--- config.mk ---
export PLATFORM = sky130hd
export DESIGN_NAME = cbx_exec
export DESIGN_NICKNAME = d
export VERILOG_FILES = /design/src/cbx_pkg.sv /design/src/cbx_exec.sv
export SDC_FILE = /design/constraint.sdc
export NUM_CORES = 1
export LEC_CHECK = 0
export BUFFER_PORTS_ARGS = -buffer_cell sky130_fd_sc_hd__clkbuf_2
export CORE_ASPECT_RATIO = 2
export CORE_UTILIZATION = 55
export DETAILED_ROUTE_END_ITERATION = 7
export GPL_TIMING_DRIVEN = 0
export MAX_ROUTING_LAYER = met4
export PLACE_DENSITY = 0.81
export SLEW_MARGIN = 15
export SYNTH_ARGS = -nofsm -noshare
export SYNTH_HDL_FRONTEND = slang
export SYNTH_SLANG_ARGS = --single-unit
--- constraint.sdc ---
create_clock -name core_clk -period 6.9 [get_ports core_clk]
set_input_delay 0.345 -clock core_clk [delete_from_list [all_inputs] [get_ports core_clk]]
set_output_delay 0.345 -clock core_clk [all_outputs]
set_load 0.05 [all_outputs]
--- src/cbx_pkg.sv ---
/*
  Shared constants and types for the flags-register and block-move execution unit.
  Assumes a core that hands over one decoded instruction at a time with its operands.
*/
package cbx_pkg;

  // ----------------------------------------------------------------
  // Decoded instruction forms
  // ----------------------------------------------------------------
  typedef enum logic [4:0] {
    CBX_NOP, CBX_SLEEP, CBX_RTE,
    CBX_LDC_IMM, CBX_LDC_REG, CBX_LDC_IND, CBX_LDC_D16, CBX_LDC_D24,
    CBX_LDC_INC, CBX_LDC_A16, CBX_LDC_A24,
    CBX_STC_REG, CBX_STC_IND, CBX_STC_D16, CBX_STC_D24,
    CBX_STC_DEC, CBX_STC_A16, CBX_STC_A24,
    CBX_AND_FLAGS_INSTR, CBX_ORC, CBX_XOR_FLAGS_INSTR,
    CBX_MOVE_B, CBX_MOVE_W
  } cbx_op_e;

  typedef enum logic [2:0] {
    CBX_IDLE, CBX_RD, CBX_RTE_PCH, CBX_RTE_PCL, CBX_WR, CBX_MV_RD, CBX_MV_WR, CBX_RETIRE
  } cbx_fsm_e;

  // ----------------------------------------------------------------
  // Encoding lengths in bytes
  // ----------------------------------------------------------------
  localparam logic [31:0] CBX_LEN_SHORT = 32'h0000_0002;
  localparam logic [31:0] CBX_LEN_IND = 32'h0000_0004;
  localparam logic [31:0] CBX_LEN_D16 = 32'h0000_0006;
  localparam logic [31:0] CBX_LEN_A24 = 32'h0000_0008;
  localparam logic [31:0] CBX_LEN_D24 = 32'h0000_000A;
  localparam logic [31:0] CBX_LEN_MOVE = 32'h0000_0004;

  // ----------------------------------------------------------------
  // Data layout, steps, reset values, timing
  // ----------------------------------------------------------------
  localparam int CBX_FLAGS_HI = 15;
  localparam int CBX_FLAGS_LO = 8;
  localparam int CBX_BYTE_HI = 7;
  localparam logic [7:0] CBX_FLAGS_RESET = 8'h80;
  localparam logic [31:0] CBX_EXT_STEP = 32'h0000_0002;
  localparam logic [15:0] CBX_PTR_STEP = 16'h0001;
  localparam logic [15:0] CBX_CNT_STEP = 16'h0001;
  localparam logic [19:0] CBX_MOVE_BASE = 20'h00008;
  localparam int CBX_MOVE_SHIFT = 2;

  function automatic logic [31:0] cbx_len(input cbx_op_e op);
    unique case (op)
      CBX_LDC_IND, CBX_LDC_INC, CBX_STC_IND, CBX_STC_DEC: cbx_len = CBX_LEN_IND;
      CBX_LDC_D16, CBX_LDC_A16, CBX_STC_D16, CBX_STC_A16: cbx_len = CBX_LEN_D16;
      CBX_LDC_D24, CBX_STC_D24: cbx_len = CBX_LEN_D24;
      CBX_LDC_A24, CBX_STC_A24: cbx_len = CBX_LEN_A24;
      CBX_MOVE_B, CBX_MOVE_W: cbx_len = CBX_LEN_MOVE;
      default: cbx_len = CBX_LEN_SHORT;
    endcase
  endfunction

  function automatic logic [19:0] cbx_move_states(input logic [15:0] n);
    cbx_move_states = CBX_MOVE_BASE + ({4'h0, n} << CBX_MOVE_SHIFT);
  endfunction

endpackage

--- src/cbx_exec.sv ---
/*
  Execution unit for flags-register transfers, flag logic, exception return,
  power-down, no-op and the counted byte block move.
  Assumes a word-wide memory port that holds each request until mem_ack, and
  a consumer of retired results behind a two-entry buffer.
*/
`timescale 1ns/10ps

module cbx_exec
  import cbx_pkg::*;
(
  input wire logic core_clk,
  input wire logic rst_n,
  input wire logic cmd_valid,
  output logic cmd_ready,
  input wire cbx_pkg::cbx_op_e cmd_op,
  input wire logic [31:0] cmd_pc,
  input wire logic [7:0] cmd_imm8,
  input wire logic [23:0] cmd_disp,
  input wire logic [31:0] cmd_src_ext,
  input wire logic [31:0] cmd_dst_ext,
  input wire logic [31:0] cmd_sp,
  input wire logic [7:0] cmd_byte_count,
  input wire logic [15:0] cmd_word_count,
  input wire logic [15:0] cmd_src_ptr,
  input wire logic [15:0] cmd_dst_ptr,
  input wire logic cmd_onchip,
  input wire logic wake,
  output logic power_down,
  output logic [7:0] condition_code_reg,
  output logic mem_req,
  output logic mem_we,
  output logic mem_word,
  output logic [31:0] mem_addr,
  output logic [15:0] mem_wdata,
  input wire logic mem_ack,
  input wire logic [15:0] mem_rdata,
  output logic res_valid,
  input wire logic res_ready,
  output logic [7:0] res_flags,
  output logic [31:0] res_ext,
  output logic [31:0] res_pc,
  output logic [15:0] res_count,
  output logic [15:0] res_src_ptr,
  output logic [15:0] res_dst_ptr,
  output logic [7:0] res_byte,
  output logic [19:0] res_states,
  output logic res_states_ok
);

  typedef struct packed {
    logic [7:0] flags;
    logic [31:0] ext;
    logic [31:0] pc;
    logic [15:0] count;
    logic [15:0] sptr;
    logic [15:0] dptr;
    logic [7:0] byte_val;
    logic [19:0] states;
    logic states_ok;
  } cbx_res_s;

  typedef struct packed {
    cbx_fsm_e fsm;
    cbx_op_e op;
    cbx_res_s cur;
    logic pdown;
    logic cmd_rdy;
    logic req;
    logic we;
    logic word;
    logic [31:0] addr;
    logic [15:0] wdata;
    logic v0;
    logic v1;
    cbx_res_s b0;
    cbx_res_s b1;
  } cbx_st_s;

  cbx_st_s r;
  cbx_st_s next_r;

  // ----------------------------------------------------------------
  // Next-state logic
  // ----------------------------------------------------------------
  always_comb begin
    logic pop;
    logic [31:0] ea;
    logic [15:0] mv_cnt;
    pop = 1'b0;
    ea = '0;
    mv_cnt = '0;
    next_r = r;
    pop = r.v0 & res_ready;
    if (pop) begin
      next_r.b0 = r.b1;
      next_r.v0 = r.v1;
      next_r.v1 = 1'b0;
    end
    unique case (r.fsm)
      CBX_IDLE: begin
        if (cmd_valid && r.cmd_rdy) begin
          next_r.op = cmd_op;
          next_r.cur.pc = cmd_pc + cbx_len(cmd_op);
          next_r.cur.ext = '0;
          next_r.cur.byte_val = '0;
          next_r.cur.states = '0;
          next_r.cur.states_ok = 1'b0;
          next_r.cur.count = '0;
          next_r.cur.sptr = cmd_src_ptr;
          next_r.cur.dptr = cmd_dst_ptr;
          next_r.fsm = CBX_RETIRE;
          next_r.we = 1'b0;
          next_r.word = 1'b1;
          unique case (cmd_op)
            CBX_LDC_IND, CBX_LDC_INC: ea = cmd_src_ext;
            CBX_LDC_D16: ea = cmd_src_ext + {{16{cmd_disp[15]}}, cmd_disp[15:0]};
            CBX_LDC_D24: ea = cmd_src_ext + {{8{cmd_disp[23]}}, cmd_disp};
            CBX_STC_IND: ea = cmd_dst_ext;
            CBX_STC_D16: ea = cmd_dst_ext + {{16{cmd_disp[15]}}, cmd_disp[15:0]};
            CBX_STC_D24: ea = cmd_dst_ext + {{8{cmd_disp[23]}}, cmd_disp};
            CBX_STC_DEC: ea = cmd_dst_ext - CBX_EXT_STEP;
            CBX_LDC_A16, CBX_STC_A16: ea = {16'h0000, cmd_disp[15:0]};
            CBX_LDC_A24, CBX_STC_A24: ea = {8'h00, cmd_disp};
            CBX_RTE: ea = cmd_sp;
            default: ea = '0;
          endcase
          unique case (cmd_op)
            CBX_SLEEP: next_r.pdown = 1'b1;
            CBX_LDC_IMM, CBX_LDC_REG: next_r.cur.flags = cmd_imm8;
            CBX_AND_FLAGS_INSTR: next_r.cur.flags = r.cur.flags & cmd_imm8;
            CBX_ORC: next_r.cur.flags = r.cur.flags | cmd_imm8;
            CBX_XOR_FLAGS_INSTR: next_r.cur.flags = r.cur.flags ^ cmd_imm8;
            CBX_STC_REG: next_r.cur.byte_val = r.cur.flags;
            CBX_RTE, CBX_LDC_IND, CBX_LDC_D16, CBX_LDC_D24, CBX_LDC_INC,
            CBX_LDC_A16, CBX_LDC_A24: begin
              next_r.cur.ext = (cmd_op == CBX_LDC_INC) ? cmd_src_ext : ea;
              next_r.req = 1'b1;
              next_r.addr = ea;
              next_r.fsm = CBX_RD;
            end
            CBX_STC_IND, CBX_STC_D16, CBX_STC_D24, CBX_STC_DEC,
            CBX_STC_A16, CBX_STC_A24: begin
              next_r.cur.ext = ea;
              next_r.req = 1'b1;
              next_r.we = 1'b1;
              next_r.addr = ea;
              next_r.wdata = {r.cur.flags, 8'h00};
              next_r.fsm = CBX_WR;
            end
            CBX_MOVE_B, CBX_MOVE_W: begin
              mv_cnt = (cmd_op == CBX_MOVE_B) ? {8'h00, cmd_byte_count} : cmd_word_count;
              next_r.cur.count = mv_cnt;
              next_r.cur.states = cbx_move_states(mv_cnt);
              next_r.cur.states_ok = cmd_onchip;
              if (mv_cnt != '0) begin
                next_r.req = 1'b1;
                next_r.word = 1'b0;
                next_r.addr = {16'h0000, cmd_src_ptr};
                next_r.fsm = CBX_MV_RD;
              end
            end
            default: next_r.fsm = CBX_RETIRE;
          endcase
        end
      end
      CBX_RD: begin
        if (mem_ack) begin
          next_r.cur.flags = mem_rdata[CBX_FLAGS_HI:CBX_FLAGS_LO];
          next_r.req = 1'b0;
          next_r.fsm = CBX_RETIRE;
          if (r.op == CBX_LDC_INC) begin
            next_r.cur.ext = r.cur.ext + CBX_EXT_STEP;
          end
          if (r.op == CBX_RTE) begin
            next_r.cur.ext = r.cur.ext + CBX_EXT_STEP;
            next_r.req = 1'b1;
            next_r.addr = r.cur.ext + CBX_EXT_STEP;
            next_r.fsm = CBX_RTE_PCH;
          end
        end
      end
      CBX_RTE_PCH: begin
        if (mem_ack) begin
          next_r.cur.pc[31:16] = mem_rdata;
          next_r.cur.ext = r.cur.ext + CBX_EXT_STEP;
          next_r.addr = r.cur.ext + CBX_EXT_STEP;
          next_r.fsm = CBX_RTE_PCL;
        end
      end
      CBX_RTE_PCL: begin
        if (mem_ack) begin
          next_r.cur.pc[15:0] = mem_rdata;
          next_r.cur.ext = r.cur.ext + CBX_EXT_STEP;
          next_r.req = 1'b0;
          next_r.fsm = CBX_RETIRE;
        end
      end
      CBX_WR: begin
        if (mem_ack) begin
          next_r.req = 1'b0;
          next_r.we = 1'b0;
          next_r.fsm = CBX_RETIRE;
        end
      end
      CBX_MV_RD: begin
        if (mem_ack) begin
          next_r.cur.byte_val = mem_rdata[CBX_BYTE_HI:0];
          next_r.we = 1'b1;
          next_r.addr = {16'h0000, r.cur.dptr};
          next_r.wdata = {8'h00, mem_rdata[CBX_BYTE_HI:0]};
          next_r.fsm = CBX_MV_WR;
        end
      end
      CBX_MV_WR: begin
        if (mem_ack) begin
          next_r.cur.sptr = r.cur.sptr + CBX_PTR_STEP;
          next_r.cur.dptr = r.cur.dptr + CBX_PTR_STEP;
          next_r.cur.count = r.cur.count - CBX_CNT_STEP;
          next_r.we = 1'b0;
          next_r.addr = {16'h0000, r.cur.sptr + CBX_PTR_STEP};
          next_r.fsm = CBX_MV_RD;
          if (r.cur.count == CBX_CNT_STEP) begin
            next_r.req = 1'b0;
            next_r.fsm = CBX_RETIRE;
          end
        end
      end
      CBX_RETIRE: begin
        if (!next_r.v1) begin
          if (!next_r.v0) begin
            next_r.b0 = r.cur;
            next_r.v0 = 1'b1;
          end else begin
            next_r.b1 = r.cur;
            next_r.v1 = 1'b1;
          end
          next_r.fsm = CBX_IDLE;
        end
      end
    endcase
    if (wake) begin
      next_r.pdown = 1'b0;
    end
    next_r.cmd_rdy = (next_r.fsm == CBX_IDLE) && !next_r.pdown;
  end

  // ----------------------------------------------------------------
  // State register
  // ----------------------------------------------------------------
  always_ff @(posedge core_clk or negedge rst_n) begin
    if (!rst_n) begin
      r <= '0;
      r.fsm <= CBX_IDLE;
      r.op <= CBX_NOP;
      r.cur.flags <= CBX_FLAGS_RESET;
      r.word <= 1'b1;
    end else begin
      r <= next_r;
    end
  end

  assign cmd_ready = r.cmd_rdy;
  assign power_down = r.pdown;
  assign condition_code_reg = r.cur.flags;
  assign mem_req = r.req;
  assign mem_we = r.we;
  assign mem_word = r.word;
  assign mem_addr = r.addr;
  assign mem_wdata = r.wdata;
  assign res_valid = r.v0;
  assign res_flags = r.b0.flags;
  assign res_ext = r.b0.ext;
  assign res_pc = r.b0.pc;
  assign res_count = r.b0.count;
  assign res_src_ptr = r.b0.sptr;
  assign res_dst_ptr = r.b0.dptr;
  assign res_byte = r.b0.byte_val;
  assign res_states = r.b0.states;
  assign res_states_ok = r.b0.states_ok;

  logic take;
  assign take = cmd_valid && cmd_ready;
endmodule // cbx_exec

== Yosys cells after proc, flatten, opt, wreduce, memory -nomap -nowiden ==
Memories as Yosys holds them, arrays and structs flattened.
Index checks and enable logic that the tools add are counted.
Cells by class
  add/sub/neg operators: 11
  equal/unequal tests: 46
  mux-type cells: 68
  bitwise operators: 5
  reductions and logical operators: 36
Operators by type and width (count)
  300-bit two-way mux: 2
  32-bit case mux with 10 select lines: 1
  149-bit two-way mux: 2
  32-bit two-way mux: 9
  32-bit adder: 5
  32-bit case mux with 5 select lines: 1
  158-bit two-way mux: 1
  151-bit two-way mux: 1
  48-bit two-way mux: 3
  32-bit case mux with 2 select lines: 2
  32-bit case mux with 4 select lines: 1
  16-bit case mux with 2 select lines: 3
  48-bit case mux with 2 select lines: 1
  16-bit two-way mux: 4
  51-bit two-way mux: 1
  5-bit by 4-bit == test with 1-bit output, second input constant: 9
  40-bit two-way mux: 1
  5-bit == test, second input constant: 7
  33-bit two-way mux: 1
  16-bit by 1-bit adder with 16-bit output, second input constant: 2
  32-bit by 2-bit adder with 32-bit output, second input constant: 1
  8-bit case mux with 2 select lines: 2
  8-bit case mux with 4 select lines: 1
  32-bit by 2-bit subtractor with 32-bit output, second input constant: 1
  other kinds (46): 104
Storage, ports and cells
  flip-flop bits (word level): 508
  bits in read-only memories: 96
  input port bits: 244
  output and inout port bits: 211
  logic and storage cells: 206
  memories: 1
Memory list
  (no name shown): words 32, bits a word 3, read ports 1, clocked after memory_dff 0, wr ports 0, RTL line cbx_pkg.sv:48  | unique case (op)

== Depth between registers and ports, before layout ==
  word-level depth: 10
  mapped depth: 20
  depth with buffers taken out: 19

== Least setup slack after synthesis ==
OpenSTA, ideal clock, no wires.
  kind: input-to-reg
  start point: in cmd_op[4]
  end point: reg r (netlist bit mem_addr[30])
  library setup time: 126 ps
  data arrival time: 4267 ps
  required time: 6774 ps
  setup slack: 2507 ps
  stages: 18
  buffers on the path: 3
  path through: buf_2 -> clkbuf_1 -> nor2_1 -> nand2_1 -> clkbuf_1 -> mux2_2 -> ha_1 -> inv_1 -> fa_1 -> nor2b_1 -> o2111ai_1 -> a21oi_1 -> o311ai_1 -> o311ai_1 -> a31oi_1 -> xnor2_1 -> a211o_1 -> a221o_1
On the way
  cells in the longest elaborated chain, start to end: 6
  elaborated cells on any way between the ends: 29
  those cells by class: eq/ne (17); mux (5); reduce/logical (7)
Ends and longest elaborated chain
  from (decl): RTL line cbx_exec.sv:16  | input wire cbx_pkg::cbx_op_e cmd_op,
  5-bit == test, or another cell as far along: RTL line cbx_exec.sv:115, cbx_exec.sv:128
  2-bit OR reduction: RTL line cbx_exec.sv:115  | unique case (cmd_op)
  32-bit case mux with 10 select lines: RTL line cbx_exec.sv:115
  32-bit case mux with 2 select lines: RTL line cbx_exec.sv:128  | unique case (cmd_op)
  51-bit two-way mux: RTL line cbx_exec.sv:102  | if (cmd_valid && r.cmd_rdy) begin
  32-bit case mux with 5 select lines: RTL line cbx_exec.sv:100  | unique case (r.fsm)
  to (signal assigned): RTL line cbx_exec.sv:259  | r <= next_r;
  to (decl): RTL line cbx_exec.sv:80  | cbx_st_s r;
Several ways; a longest one is shown, not always the timed one. The select of a mux whose other input is x is not followed.
A chain may end at the register's enable or synchronous reset.

== Worst setup path after layout ==
Ends and elaborated chain as after synthesis.

==> results.sh <==
export IMPL_reg2reg_to="r[472]"
export IMPL_grt_overflow=0
export IMPL_cp_start_kind="input pin"
export IMPL_clkSinkCount=504
export IMPL_cts_resized_gates=0
export IMPL_placedInstanceArea_um2=36500
export IMPL_synth_seq_area_share_pct=38.1
export IMPL_cts_path_max_buffers=3
export IMPL_ant_nets=0
export IMPL_grt_pass1_wl_um=204000
export IMPL_worstSkewPairLatency_ns=0.60
export IMPL_r2r_setup_slack_ns=2.92
export IMPL_drive_gt1_share_pct=23.6
export IMPL_critPathKind="input pin to register"
export IMPL_synthDistinctLibCells=95
export IMPL_hpwl_um=110000
export IMPL_ctsHoldBuffers=2
export IMPL_min_period_over_period_pct=99.5
export IMPL_totalWireLength_um=141000
export IMPL_max_clock_freq_mhz=146
export IMPL_grt_use_total_pct=47.1
export IMPL_cp_data_required_time_ns=7.36
export IMPL_hold_path_depth=3
export IMPL_fin_nets=4571
export IMPL_rsz0062_at_grt="false"
export IMPL_grt_pass1_vias=33045
export IMPL_syn_num_nets=4068
export IMPL_grt_max_degree=99
export IMPL_post_cts_buffers=0
export IMPL_die_y_um=349
export IMPL_wire_per_inst_um=27.9
export IMPL_slew_viol_final=0
export IMPL_numPortBuffers=450
export IMPL_cp_data_arrival_time_ns=7.32
export IMPL_synth_cells=3713
export IMPL_reg2reg_from="r[507]"
export IMPL_power_density_nw_per_um2=422
export IMPL_synth_edf_count=0
export IMPL_final_area_um2=38100
export IMPL_drv_cap=0
export IMPL_met2_length_um=67400
export IMPL_synth_warnings=0
export IMPL_core_area_um2=59300
export IMPL_finalSetupViolCount=0
export IMPL_antenna_found_initial=17
export IMPL_hp_class="input pin to register"
export IMPL_first_pass_iters=6
export IMPL_p_total_mw=16.1
export IMPL_status="complete, no violations"
export IMPL_vias_per_cell=6.47
export IMPL_cts_buffers=42
export IMPL_wl_met3_um=12000
export IMPL_wl_met1_um=42200
export IMPL_cts_root_buf="clkbuf_16"
export IMPL_hold_viol=0
export IMPL_n_fill_cell=5222
export IMPL_min_to="r[383]"
export IMPL_hold_start="cmd_dst_ptr[1]"
export IMPL_whs_ns=0.00124
export IMPL_slew_headroom_pct=15.4
export IMPL_r2r_cells=10
export IMPL_clkSlewWorstSetupHoldPaths_ns=0.07
export IMPL_end_kind="register"
export IMPL_cts_tree="built"
export IMPL_vdd_ir_drop_max_mv=0.286
export IMPL_drt_initial_drc_count=3248
export IMPL_syn_cell_area_um2=33100
export IMPL_start_util_pct=55.9
export IMPL_maxUsedRoutingLayer="met4"
export IMPL_ys_ff_latch=504
export IMPL_power_leakage_nw=18.6
export IMPL_async_flop_share_pct=100
export IMPL_die_w_um=176
export IMPL_ys_flop_type="dfrtp_1"
export IMPL_drc=0
export IMPL_route_vias_total=32579
export IMPL_row_count=126
export IMPL_regMostFlops="r"
export IMPL_gp_congestion=1.10
export IMPL_area_delta_synth_final_pct=15.1
export IMPL_startpoint="cmd_op[4]"
export IMPL_syn_mean_instance_area_um2=8.92
export IMPL_io_pins=455
export IMPL_die_area_um2=61300
export IMPL_skew_ns=0.0303
export IMPL_htreeDepth=2
export IMPL_period_minus_slack_ns=6.87
export IMPL_critPathMaxFanout=10
export IMPL_largest_register_ffs=293
export IMPL_tightest_slew_ns=1.27
## critical path: stages
cell       delay, ns
clkbuf_2        0.09
buf_2           0.22
clkbuf_1        0.37
nor2_1          0.11
nand2_1         0.73
clkbuf_1        0.94
mux2_2          0.32
ha_1            0.33
inv_1           0.11
fa_1            0.44
nor2b_1         0.19
o2111ai_1       0.19
a21oi_1         0.46
o311ai_1        0.32
o311ai_1        1.02
a31oi_1         0.22
xnor2_1         0.21
a211o_1         0.36
a221o_1         0.33
## placed cells by master, fill, tap and decap left out, drive strengths merged, types with 38 or more instances in the layout
master / count
nor2: 369
a21oi: 367
nor3: 75
xnor2: 68
and3: 44
a221oi: 38
mux2i: 173
clkbuf: 705
mux2: 189
xor2: 74
a22oi: 52
nand3: 74
inv: 60
ha: 108
nand2: 337
buf: 254
dfrtp: 502
o21ai: 249
## logic make-up (layout without fill, tap and decap cells)
| group | Yosys count | after routing | share of synthesized area (%) |
|---|---|---|---|
| multiplexers | 362 | 362 | 11.7 |
| XOR/XNOR | 142 | 142 | 3.76 |
| buffers and inverters | 510 | 1042 | 8.26 |
| AO/OA/AOI/OAI | 1013 | 1013 | 19.2 |
| other | 0 | 23 | 0 |
| AND/OR/NAND/NOR | 1071 | 1071 | 14.8 |
| flip-flops | 504 | 504 | 38.1 |
| adder cells (fa/ha/maj) | 111 | 111 | 4.26 |
## cells in the mapped netlist, types with 60 or more instances
master    number  area share (%)
a21oi_1      367             5.5
buf_4        208             4.7
clkbuf_1     200             2.3
dfrtp_1      502              38
ha_1         108             4.1
inv_1         60            0.68
mux2_2       189             6.4
mux2i_1      172             5.2
nand2_1      336             3.8
nand3_1       72             1.1
nor2_1       368             4.2
nor3_1        74             1.1
o21ai_0      242             3.7
xnor2_1       68             1.8
xor2_1        74             2.0
## power by group
part / leakage [nW] / switching [mW] / internal (mW)
Combinational: 11.3 / 5.66 / 2.68
Sequential: 6.56 / 0.988 / 4.07
Clock: 0.729 / 1.17 / 1.53
Total: 18.6 / 7.82 / 8.28
## per-layer routing
metal  vias up  global-route usage, %
met5         -                      -
met4         0                   51.8
met3       926                   11.0
met2      2100                   77.0
met1     15390                   42.5
li1      14163                      -
## how the worst max path moves through the flow
stage               slack, ns      endpoint  cells after the start
floorplan                2.51  mem_addr[30]                     18
global placement        -6.15    res_pc[24]                      1
detailed placement      -0.04  mem_addr[30]                     19
CTS                      0.53  mem_addr[30]                     19
global route             0.11  mem_addr[30]                     19
finish                   0.03  mem_addr[30]                     19
## metrics by stage
step / setup slack [ns] / util [%] / TNS (ns) / std cells
finish: 0.0318 / 64.3 / 0 / 5036
global route: 0.113 / 64.3 / 0 / 5030
CTS: 0.531 / 64.2 / 0 / 5013
detailed placement: -0.0407 / 61.6 / -0.0407 / 4938
global placement: -6.15 / 61.3 / -3020.65 / 4931
floorplan: 2.51 / - / 0 / 3713
## cell type report
type	count	area (µm²)	area share, %
multi-input combinational	2699	17800	46.7
sequential	504	12600	33.1
buffer	449	2510	6.58
timing repair buffer	459	2430	6.38
clock buffer	53	1150	3.02
tap	768	961	2.52
clock inverter	20	352	0.922
inverter	61	229	0.601
antenna	23	57.6	0.151
(Power assumes the default switching activity.)
